===== src/verilog/hbl_regs.vh =====
`ifndef HBL_REGS_VH
`define HBL_REGS_VH
`define HBL_DATA_W 16
`define HBL_FIFO_DEPTH 16
`define HBL_FIFO_AW 4
`define HBL_IF_FOUR 2'h0
`define HBL_IF_TWO 2'h1
`define HBL_IF_ONE 2'h2
`define HBL_IF_SYS 2'h3
`define HBL_LAST_POS 2'h3
`endif


===== src/verilog/hbl_seq.v =====
`timescale 1ns/1ps
`include "hbl_regs.vh"

module hbl_fifo #(
  parameter WIDTH = 18,
  parameter DEPTH = 16,
  parameter AW = 4
) (
  input wire ref_clk,
  input wire rstn,
  input wire clr,
  input wire [WIDTH-1:0] in_data,
  input wire in_valid,
  output wire in_ready,
  output wire [WIDTH-1:0] out_data,
  output wire out_valid,
  input wire out_ready
);
  reg [WIDTH-1:0] mem [0:DEPTH-1];
  reg [AW:0] wr_r;
  reg [AW:0] rd_r;
  wire full = (wr_r[AW] != rd_r[AW]) && (wr_r[AW-1:0] == rd_r[AW-1:0]);
  wire empty = (wr_r == rd_r);
  wire push = in_valid && !full;
  wire pop = out_valid && out_ready;
  assign in_ready = !full;
  assign out_valid = !empty;
  assign out_data = mem[rd_r[AW-1:0]];
  always @(posedge ref_clk) begin
    if (push) begin
      mem[wr_r[AW-1:0]] <= in_data;
    end
  end
  always @(posedge ref_clk) begin
    if (!rstn || clr) begin
      wr_r <= {(AW+1){1'b0}};
      rd_r <= {(AW+1){1'b0}};
    end else begin
      if (push) begin
        wr_r <= wr_r + 1'b1;
      end
      if (pop) begin
        rd_r <= rd_r + 1'b1;
      end
    end
  end
endmodule // hbl_fifo

module hbl_seq (
  input wire ref_clk,
  input wire rstn,
  input wire host_reset,
  input wire clock_ratio_strap,
  input wire cycle_strobe_n,
  input wire burst_ready_n,
  input wire write_cycle,
  input wire [1:0] interleave,
  input wire [1:0] start_sel,
  input wire [15:0] host_data_bus,
  input wire latch_ready,
  output reg [3:0] latch_close_r,
  output reg [15:0] latch_data_r,
  output reg sys_access_r,
  output reg next_word_req_r,
  output reg seq_active_r,
  output reg [1:0] seq_pos_r,
  output reg op_phase_r,
  output reg fifo_ready_r
);
  reg strap_r;
  reg strap_taken_r;
  reg div_r;
  reg strobe_d_r;
  reg [1:0] if_r;
  reg [1:0] sel_r;
  reg done_r;
  reg [1:0] pos_nxt;
  reg [1:0] lat_nxt;
  wire fifo_in_ready;
  wire [17:0] fifo_out_data;
  wire fifo_out_valid;
  wire [3:0] close_sel;
  wire strap_now = strap_taken_r ? strap_r : clock_ratio_strap;
  // 2x clock halves to operating phase
  wire op_edge = strap_now | div_r;
  wire cyc_end = !strobe_d_r && cycle_strobe_n;
  wire kill = !rstn || host_reset || cyc_end;
  // words of an ended cycle are dropped with it
  wire fifo_clr = host_reset || cyc_end;
  wire rdy = op_edge && !burst_ready_n && !cycle_strobe_n;
  wire first = rdy && !seq_active_r;
  wire [1:0] eff_if = first ? interleave : if_r;
  wire [1:0] eff_sel = first ? start_sel : sel_r;
  wire [1:0] pos_use = first ? 2'h0 : pos_nxt;
  wire take = rdy && !done_r && (eff_if != `HBL_IF_SYS);
  wire wr_push = take && write_cycle;
  always @* begin
    pos_nxt = seq_pos_r + 2'h1;
    case (eff_if)
      `HBL_IF_FOUR: lat_nxt = eff_sel ^ pos_use;
      `HBL_IF_TWO: lat_nxt = {eff_sel[1], eff_sel[0] ^ pos_use[0]};
      `HBL_IF_ONE: lat_nxt = eff_sel;
      default: lat_nxt = 2'h0;
    endcase
  end
  hbl_fifo #(.WIDTH(18), .DEPTH(`HBL_FIFO_DEPTH), .AW(`HBL_FIFO_AW)) u_fifo (
    .ref_clk(ref_clk),
    .rstn(rstn),
    .clr(fifo_clr),
    .in_data({lat_nxt, host_data_bus}),
    .in_valid(wr_push),
    .in_ready(fifo_in_ready),
    .out_data(fifo_out_data),
    .out_valid(fifo_out_valid),
    .out_ready(latch_ready)
  );
  always @(posedge ref_clk) begin
    if (!rstn) begin
      strap_r <= 1'b1;
      strap_taken_r <= 1'b0;
    end else if (!strap_taken_r) begin
      strap_r <= clock_ratio_strap;
      strap_taken_r <= 1'b1;
    end
  end
  always @(posedge ref_clk) begin
    if (!rstn) begin
      div_r <= 1'b0;
    end else begin
      div_r <= strap_now ? 1'b0 : ~div_r;
    end
  end
  always @(posedge ref_clk) begin
    // starts high so release gives no false cycle end
    if (!rstn) begin
      strobe_d_r <= 1'b1;
    end else begin
      strobe_d_r <= cycle_strobe_n;
    end
  end
  // one select line per write latch
  genvar gi;
  generate
    for (gi = 0; gi < 4; gi = gi + 1) begin : g_close
      assign close_sel[gi] = ({30'h0, fifo_out_data[17:16]} == gi);
    end
  endgenerate
  always @(posedge ref_clk) begin
    latch_close_r <= 4'h0;
    if (!rstn) begin
      op_phase_r <= 1'b0;
      fifo_ready_r <= 1'b0;
      latch_data_r <= 16'h0000;
    end else begin
      op_phase_r <= op_edge;
      fifo_ready_r <= fifo_in_ready;
      latch_data_r <= fifo_out_data[15:0];
      // one latch closes per drained word
      if (fifo_out_valid && latch_ready) begin
        latch_close_r <= close_sel;
      end
    end
  end
  always @(posedge ref_clk) begin
    if (kill) begin
      seq_active_r <= 1'b0;
      if_r <= 2'h0;
      sel_r <= 2'h0;
      sys_access_r <= 1'b0;
    end else if (first) begin
      seq_active_r <= 1'b1;
      if_r <= interleave;
      sel_r <= start_sel;
      sys_access_r <= (interleave == `HBL_IF_SYS);
    end
  end
  always @(posedge ref_clk) begin
    if (kill) begin
      next_word_req_r <= 1'b0;
    end else begin
      next_word_req_r <= take && !write_cycle;
    end
  end
  always @(posedge ref_clk) begin
    if (kill) begin
      seq_pos_r <= 2'h0;
      done_r <= 1'b0;
    end else begin
      // advance, stop after fourth
      // a full fifo holds the position; the host must watch fifo_ready_r
      if (take && (!write_cycle || fifo_in_ready)) begin
        seq_pos_r <= pos_use;
        if (pos_use == `HBL_LAST_POS) begin
          done_r <= 1'b1;
        end
      end
    end
  end
endmodule // hbl_seq

===== config.mk =====
export PLATFORM = sky130hd
export DESIGN_NAME = hbl_seq
export DESIGN_NICKNAME = d
export VERILOG_FILES = /design/src/verilog/hbl_seq.v
export VERILOG_INCLUDE_DIRS = /design/src /design/src/verilog
export SDC_FILE = /design/constraint.sdc
export NUM_CORES = 1
export LEC_CHECK = 0
export BUFFER_PORTS_ARGS = -buffer_cell sky130_fd_sc_hd__buf_2
export CAP_MARGIN = 20
export CORE_MARGIN = 2
export CORE_UTILIZATION = 55
export CTS_CLUSTER_DIAMETER = 40
export CTS_CLUSTER_SIZE = 25
export DETAILED_ROUTE_END_ITERATION = 10
export PLACE_DENSITY = 0.72
export SLEW_MARGIN = 10
export SYNTH_ARGS = -nofsm -noshare
export SYNTH_HDL_FRONTEND = slang
export SYNTH_SLANG_ARGS = --single-unit

===== constraint.sdc =====
create_clock -name ref_clk -period 4 [get_ports ref_clk]
set_clock_uncertainty 0.05 [all_clocks]
set_input_delay 0.4 -clock ref_clk [delete_from_list [all_inputs] [get_ports ref_clk]]
set_output_delay 0.4 -clock ref_clk [all_outputs]
set_load 0.01 [all_outputs]

==> results.toml, run 1 <==
[power]
clkPwrFrac_pct = 46.5
p_int_mw = 5.96
leakagePower_nw = 4.75
switching_share_pct = 19.9
p_sw_mw = 1.48
ir_worst_vdd_uv = 336
p_per_area_nw_per_um2 = 503
pwr-share-seq_pct = 51.7
p_comb_share_pct = 1.8

[layout]
ff_latch_area_um2 = 9660
instances_no_fill = 1018
final_common_cell = "edfxtp_1"
multiInputGateArea_um2 = 3010
final_cell_mix = "edfxtp_1 (288), mux4_2 (89), buf_2 (54), dfxtp_1 (47), clkbuf_16 (41)"
nets = 738
fillerInstances = 1508
drive_above_1_share_pct = 34.5
insertedDiodeCount = 0
area_growth_syn_to_layout_pct = 15.9

[clock_network]
clkLatencyLatePin_ns = 0.52
postCtsSetupRepairBufs = 0
clkTransAtPathRegs_ns = 0.06
cts_tree = "done"
ctsRootBufferMaster = "clkbuf_16"
hold_buffers = 0
cts.path.max_buffers = 3
ctsHtreeMaxLevel = 2
numClockSinks = 338
cts_made_buffers = 38
cts_resized = 0

[floorplan]
dieArea_um2 = 24500
core_region_area_um2 = 22700
dieWidth_um = 156
ios = 55
start_util_pct = 56.3
die_y_um = 156
rows = 55

[synth]
ys.flop_type = "edfxtp_1"
synthTopCellsByArea = "edfxtp_1 (68%), mux4_2 (16%), dfxtp_1 (7.8%), nor2_1 (0.79%), and2_1 (0.78%)"
yosysWarnings = 0
ys_types = 42
ys_ff_latch = 338
syn-num-nets = 651
async_flop_share_pct = 0
postSynthAreaPerCell_um2 = 20.7
yosys.area.top_type = "edfxtp_1"
syn-cell-area_um2 = 12800
synth_seq_area_share_pct = 75.5
synth_edf_count = 288
synth_top_area_share_pct = 67.7
synth_cells = 618

[worst_setup_path]
cp_max_fo = 12
worst_setup_path_start_kind = "flop"
criticalPathCategory = "flop to flop"
cp.required_ns = 4.16
end_kind = "flop"
r2r_setup_slack_ns = 0.85
arrival_ns = 3.31

[placement]
dp_cells = 950
io_buffer_count = 54
routabilityCongestion = 0.826
dp_hpwl_mm = 15.2

[timing]
hold_violations = 0
setup_viol = 0
tightest_slew_ns = 0.928
period_share_pct = 78.7
fmaxAchievable_ghz = 0.318
maxSlewViolCount = 0
fin_crit_ns = 3.15
setup_tns_ns = 0
rsz0062_at_grt = "no"
slew_headroom_pct = 38.2

[routing]
ant_nets = 0
vias_per_cell = 6.16
via_count = 6271
drt-total-wl_mm = 26.2
drt-initial-drc-count = 520
avgRoutedWirePerCell_um = 25.8
dr.pass1.iters = 6
drc = 0

[global_route]
grt_pass1_wl_mm = 39.8
grt_max_degree = 41
grt.overflow.total = 0
track_usage_pct = 22.5
antenna_found_initial = 0
grt_pass1_vias = 6518

[worst_hold_path]
hold_class = "input port to flop"

[job]
maxCapViolations = 0

[outcome]
status = "finished, final reports clean"
## path summary, 6_finish.rpt
path	from	endpoint	cells after the start
setup reg to reg	u_fifo.wr_r[2]	u_fifo.mem[0][10]	6
hold reg to reg	div_r	div_r	1
setup / recovery	u_fifo.wr_r[2]	u_fifo.mem[0][10]	6
hold / removal	cycle_strobe_n	strobe_d_r	2
## power by group through the flow
stage                     combinational (mW)  sequential [mW]  clock (mW)
after CTS                              0.137             3.85        3.52
after global routing                   0.150             3.84        3.64
after global placement                 0.130             3.92           0
final                                  0.136             3.85        3.46
after detailed placement               0.137             3.92           0
after floorplan                       0.0512             3.92           0
## routing by layer
metal | up-vias | GRT usage (%) | share of wire [%]
li1 | 2703 | - | -
met1 | 3308 | 29.8 | 41
met2 | 207 | 38.1 | 51
met3 | 53 | 4.21 | 5.2
met4 | 0 | 7.78 | 3.0
met5 | - | 0 | 0
## worst max-delay path: stages (launching register included)
cell and delay (ns):
dfxtp_1 0.58, xnor2_1 0.15, and4_1 0.29, a2111oi_4 0.56
nand2_1 0.26, nor3_2 0.61, buf_4 0.34
## synth_stat cells (2+ instances only)
master	instances
a21oi_1	16
and3_1	2
dfxtp_1	50
nor3_1	6
nand4_1	3
nand2b_1	6
o31ai_1	2
ha_1	5
nand3b_1	3
mux4_2	89
mux2i_1	3
clkbuf_1	16
and4_1	4
and2_1	16
nand3_1	7
buf_2	10
o211ai_1	4
xnor2_1	7
inv_1	9
o21ai_0	4
xor2_1	4
edfxtp_1	288
nand2_1	18
nor2_1	27
a21boi_0	2
## layout make-up
| class | instances | area share, % |
|---|---|---|
| flip-flops and latches | 338 | 65.2 |
| multi-input cells | 242 | 20.3 |
| clock buffers | 41 | 6.93 |
| repair buffers | 76 | 3.11 |
| well taps | 285 | 2.41 |
| clock inverters | 27 | 1.80 |
| inverters | 9 | 0.228 |
## sequential cells by signal (all words and copies together), names as in the netlist, 2 cells and up, named ones only
name           flops
latch_data_r      16
u_fifo.wr_r        5
u_fifo.mem       288
latch_close_r      4
if_r               2
u_fifo.rd_r        5
seq_pos_r          2
sel_r              2
## kinds of logic (layout without fill, tap and decap cells)
kind of cell | Yosys count | count (layout) | synth area share [%]
AO/OA/AOI/OAI | 34 | 34 | 1.89
XOR/XNOR | 11 | 11 | 0.754
adder cells (fa/ha/maj) | 5 | 5 | 0.490
buffers and inverters | 38 | 153 | 1.30
flip-flops | 338 | 338 | 75.5
multiplexers | 92 | 92 | 15.9
AND/OR/NAND/NOR | 100 | 100 | 4.10
## metrics by stage
| step | total power [mW] | utilization (%) | instance area (µm²) | setup WS (ns) | hold slack [ns] |
|---|---|---|---|---|---|
| global placement | 4.05 | 59.5 | 13500 | 1.01 | 0.349 |
| finish | 7.44 | 65.2 | 14800 | 0.854 | 0.0879 |
| floorplan | 3.98 | - | 12800 | 0.702 | 0.341 |
| detailed placement | 4.06 | 59.5 | 13500 | 0.897 | 0.369 |
| CTS | 7.50 | 65.2 | 14800 | 0.892 | 0.0765 |
| global route | 7.64 | 65.2 | 14800 | 0.697 | 0.111 |
Power figures use the tool's default switching activity.
==> inputs of run 2 (changes only) <==
==> constraint.sdc (replaced) <==
create_clock -name ref_clk -period 3.03 [get_ports ref_clk]
set_clock_uncertainty 0.05 [all_clocks]
set_input_delay 0.303 -clock ref_clk [delete_from_list [all_inputs] [get_ports ref_clk]]
set_output_delay 0.303 -clock ref_clk [all_outputs]
set_load 0.01 [all_outputs]
==> run 2 against run 1 <==
Net effect:
- wire length grew 0.81%
- hold slack worse by 0.058 ns
- non-clock buffer count increased by 16
- fmax is 14% higher
- largest power group unchanged
- highest routed layer unchanged
- combinational power increased by 43%
- power rose by 31%
- utilization rose by 0.62 points
==> results.toml, run 2 (synthesis gave the netlist of run 1 again) <==
[outcome]
status = "finished, final reports clean"

[routing]
avgRoutedWirePerCell_um = 25.5
via_count = 6388
ant_nets = 0
drt-initial-drc-count = 532
drc = 0
dr.pass1.iters = 4
drt-total-wl_mm = 26.4
vias_per_cell = 6.17

[worst_hold_path]
hold_class = "input port to flop"

[clock_network]
ctsHtreeMaxLevel = 2
cts_tree = "done"
cts_made_buffers = 37
clkLatencyLatePin_ns = 0.51
cts.path.max_buffers = 3
numClockSinks = 338
clkTransAtPathRegs_ns = 0.06
postCtsSetupRepairBufs = 0
ctsRootBufferMaster = "clkbuf_16"

[floorplan]
core_region_area_um2 = 22700
start_util_pct = 56.3
die_y_um = 156
ios = 55
dieArea_um2 = 24500
dieWidth_um = 156
rows = 55

[timing]
period_share_pct = 91.4
fmaxAchievable_ghz = 0.361
setup_tns_ns = 0
maxSlewViolCount = 0
setup_viol = 0
slew_headroom_pct = 61.7
hold_violations = 0
tightest_slew_ns = 0.571
fin_crit_ns = 2.77
rsz0062_at_grt = "no"

[worst_setup_path]
criticalPathCategory = "flop to flop"
cp.required_ns = 3.15
cpPeakStageDelay_ns = 0.59
cp_slowest_cell = "dfxtp_1"
arrival_ns = 2.89
cp_max_fo = 18
worstPathCellList = "xnor2_1, and4_1, a2111oi_4, nand2_1, nor3_2, buf_4"
worst_setup_path_start_kind = "flop"
end_kind = "flop"

[global_route]
grt_pass1_vias = 6603
grt_max_degree = 70
grt.overflow.total = 0
track_usage_pct = 22.6
grt_pass1_wl_mm = 40.1
antenna_found_initial = 1

[layout]
multiInputGateArea_um2 = 3020
fillerInstances = 1440
drive_above_1_share_pct = 34.6
area_growth_syn_to_layout_pct = 17.0
ff_latch_area_um2 = 9660
largest_reg_flops = 288
fin_area_um2 = 14900
nets = 753
final_common_cell = "edfxtp_1"
final_cell_mix = "edfxtp_1 (288), mux4_2 (89), buf_2 (54), dfxtp_1 (47), clkbuf_16 (39)"

[power]
p_per_area_nw_per_um2 = 653
leakagePower_nw = 4.83
ir_worst_vdd_uv = 387

[job]
maxCapViolations = 0

[placement]
routabilityCongestion = 0.819
dp_hpwl_mm = 16.5
placed_area_um2 = 13600
io_buffer_count = 54
## run 2: cell count changes in the layout (fill, tap and decap cells not counted), sizes merged
cell         previous run  this run
bufinv                  3         4
buf                    76        87
inv                    13        12
clkinv                 13        14
diode                   0         1
dlygate4sd3             0         4
clkbuf                 41        45
clkinvlp                7         3
## run 2: through the flow
stage	utilization [%]	instances	hold slack [ns]	worst slack (ns)	power (mW)
2_1_floorplan	-	618	0.281	-0.182	5.25
3_3_place_gp	60.1	960	0.349	0.360	5.35
3_5_place_dp	60.1	960	0.364	0.219	5.36
4_1_cts	65.7	1032	0.0146	0.208	9.81
5_1_grt	65.8	1035	0.0306	0.0630	10.0
6_report	65.8	1035	0.0301	0.260	9.75
## run 2: cell type report
class                      count  area share, %
antenna                        1         0.0167
clock buffer                  44           6.72
clock inverter                24           1.61
inverter                       9          0.226
multi-input combinational    242           20.2
sequential                   338           64.6
tap                          285           2.39
timing repair buffer          92           4.29
## run 2: final timing paths
kind | startpoint | endpoint | slack (ns) | cells after the start
worst max-delay path | u_fifo.wr_r[3] | u_fifo.mem[2][10] | 0.26 | 6
worst min-delay path | interleave[0] | if_r[0] | 0.03 | 3
worst min register to register | div_r | div_r | 0.37 | 1
worst max register to register | u_fifo.wr_r[3] | u_fifo.mem[2][10] | 0.26 | 6
## run 2: layer usage
metal	GRT usage, %	wire length, µm	up-vias
li1	-	-	2720
met1	32.6	11100	3356
met2	35.7	12900	270
met3	5.10	1980	42
met4	5.64	483	0
met5	0	0	-
## run 2: worst max-delay path: cells and delay by family (launching register included)
kind	cells	cell delay [ns]
compound gates	1	0.56
buf+inv	1	0.34
flops	1	0.59
simple gates	3	0.74
xor+xnor	1	0.14
## run 2: power by group
part,switching (mW),total (mW),internal [mW]
clock,1.76,4.48,2.73
sequential,0.00897,5.08,5.07
combinational,0.132,0.194,0.0623
total,1.90,9.75,7.86
## run 2: what timing repair did
item / in CTS / in global routing
hold endpoints to repair: 4 / 0
hold buffers: 4 / 0
endpoints found under the setup margin: 0 / 7
gates resized for setup: 0 / 1
==> inputs of run 3 (changes only) <==
--- a/config.mk
+++ b/config.mk
@@ -9,11 +9,11 @@
 export BUFFER_PORTS_ARGS = -buffer_cell sky130_fd_sc_hd__buf_2
 export CAP_MARGIN = 20
 export CORE_MARGIN = 2
-export CORE_UTILIZATION = 55
+export CORE_UTILIZATION = 61
 export CTS_CLUSTER_DIAMETER = 40
 export CTS_CLUSTER_SIZE = 25
 export DETAILED_ROUTE_END_ITERATION = 10
-export PLACE_DENSITY = 0.72
+export PLACE_DENSITY = 0.79
 export SLEW_MARGIN = 10
 export SYNTH_ARGS = -nofsm -noshare
 export SYNTH_HDL_FRONTEND = slang
==> run 3 against run 2 <==
Net effect:
- first-iteration DRC count is 27% higher
- setup slack worse by 0.091 ns
- clock power is 4% higher
- via count is 2.0% higher
- sequential share of layout area is 0.062 points lower
- critical endpoint is now u_fifo.mem[13][3]
==> results.toml, run 3 (synthesis gave the netlist of run 1 again) <==
[outcome]
status = "finished, final reports clean"

[floorplan]
dieArea_um2 = 22100
dieWidth_um = 149
rows = 52
start_util_pct = 62.7
core_region_area_um2 = 20400
ios = 55
die_y_um = 149

[worst_setup_path]
arrival_ns = 3.01
worst_setup_path_start_kind = "flop"
cp.required_ns = 3.17
criticalPathCategory = "flop to flop"
end_kind = "flop"
cp_max_fo = 18

[timing]
period_share_pct = 94.4
setup_viol = 0
holdWs_ns = 0.0277
maxSlewViolCount = 0
hold_violations = 0
slew_headroom_pct = 45.2
setup_tns_ns = 0
fmaxAchievable_ghz = 0.349
rsz0062_at_grt = "no"
fin_crit_ns = 2.86
worst_slack_ns = 0.168
tightest_slew_ns = 0.822

[placement]
dp_hpwl_mm = 16.5
io_buffer_count = 54
dpl_worst_slack_ns = 0.288
routabilityCongestion = 0.843
dp_cells = 945

[clock_network]
cts_resized = 0
cts_made_buffers = 38
ctsRootBufferMaster = "clkbuf_16"
cts.path.max_buffers = 3
ctsHtreeMaxLevel = 2
clkLatencyLatePin_ns = 0.53
cts_tree = "done"
clkTransAtPathRegs_ns = 0.06
numClockSinks = 338

[routing]
wl_met3_mm = 2.41
wl_met1_mm = 10.6
drt-total-wl_mm = 27.2
vias_per_cell = 6.39
dr.max_layer_used = "met4"
avgRoutedWirePerCell_um = 26.7
wl_met2_mm = 13.5
drt-initial-drc-count = 675
via_count = 6513
drc = 0
ant_nets = 0
dr.pass1.iters = 6

[power]
p_comb_share_pct = 2.0
p_int_mw = 7.87
p_total_mw = 9.92
p_sw_mw = 2.06
leakagePower_nw = 4.86
pwr-share-seq_pct = 51.1
ir_worst_vdd_uv = 574
clkPwrFrac_pct = 46.9
p_per_area_nw_per_um2 = 663
switching_share_pct = 20.7

[layout]
ff_latch_area_um2 = 9650
area_growth_syn_to_layout_pct = 17.1
largest_reg_flops = 288
final_common_cell = "edfxtp_1"
multiInputGateArea_um2 = 3020
nets = 754
drive_above_1_share_pct = 35.3
final_cell_mix = "edfxtp_1 (288), mux4_2 (89), buf_2 (54), dfxtp_1 (48), clkbuf_16 (39)"
fillerInstances = 1132
insertedDiodeCount = 0
instances_no_fill = 1020

[global_route]
grt_max_degree = 54
grt_pass1_vias = 6652
track_usage_pct = 25.7
grt.overflow.total = 0
antenna_found_initial = 0
grt_pass1_wl_mm = 40.7

[worst_hold_path]
hold_class = "input port to flop"

[job]
maxCapViolations = 0
==> run 3: cell types whose count changed in the layout (fill, tap and decap cells not counted), sizes merged <==
cell / change
bufinv: -1
clkbuf: -2
clkinvlp: -1
diode: -1
dlygate4sd3: +1
inv: +4
==> run 3: power by group through the flow <==
stage | registers, mW | logic, mW | clock network, mW
floorplan | 5.18 | 0.0676 | 0
global route | 5.07 | 0.215 | 4.91
CTS | 5.08 | 0.195 | 4.72
global placement | 5.17 | 0.177 | 0
detailed placement | 5.18 | 0.188 | 0
finish | 5.08 | 0.198 | 4.65
==> run 3: final timing paths <==
check / start / end / slack [ns] / cells after the start
worst max register to register: u_fifo.wr_r[2] / u_fifo.mem[13][3] / 0.17 / 6
worst max-delay path: u_fifo.wr_r[2] / u_fifo.mem[13][3] / 0.17 / 6
worst min register to register: sys_access_r / sys_access_r / 0.41 / 2
worst min-delay path: start_sel[0] / sel_r[0] / 0.03 / 3
==> run 3: final cells by class <==
class,count,area share [%]
Sequential cell,338,64.5
Multi-Input combinational cell,242,20.2
Inverter,9,0.226
Clock inverter,26,2.01
Tap cell,270,2.26
Timing Repair Buffer,92,4.05
Clock buffer,43,6.76
==> run 3: per-layer routing <==
layer	global-route usage, %	vias up
met5	0	-
met4	8.00	0
met1	35.7	3368
met3	6.01	62
li1	-	2738
met2	41.4	345
==> run 3: critical path: stages, from the launching register on <==
cell	delay [ns]
dfxtp_1	0.63
xnor2_1	0.18
and4_1	0.29
a2111oi_4	0.59
nand2_1	0.30
nor2_2	0.20
buf_4	0.30
==> run 3: stage by stage <==
| stage | util (%) | cell area (µm²) |
|---|---|---|
| 6_report | 73.5 | 15000 |
| 5_1_grt | 73.5 | 15000 |
| 4_1_cts | 73.4 | 15000 |
| 3_5_place_dp | 66.7 | 13600 |
| 3_3_place_gp | 66.7 | 13600 |
| 2_1_floorplan | - | 12800 |
==> run 3: repair_timing <==
item	in CTS	in global routing
endpoints found under the setup margin	0	0
setup buffers	0	0
endpoints found under the hold margin	5	0
hold buffers	5	0
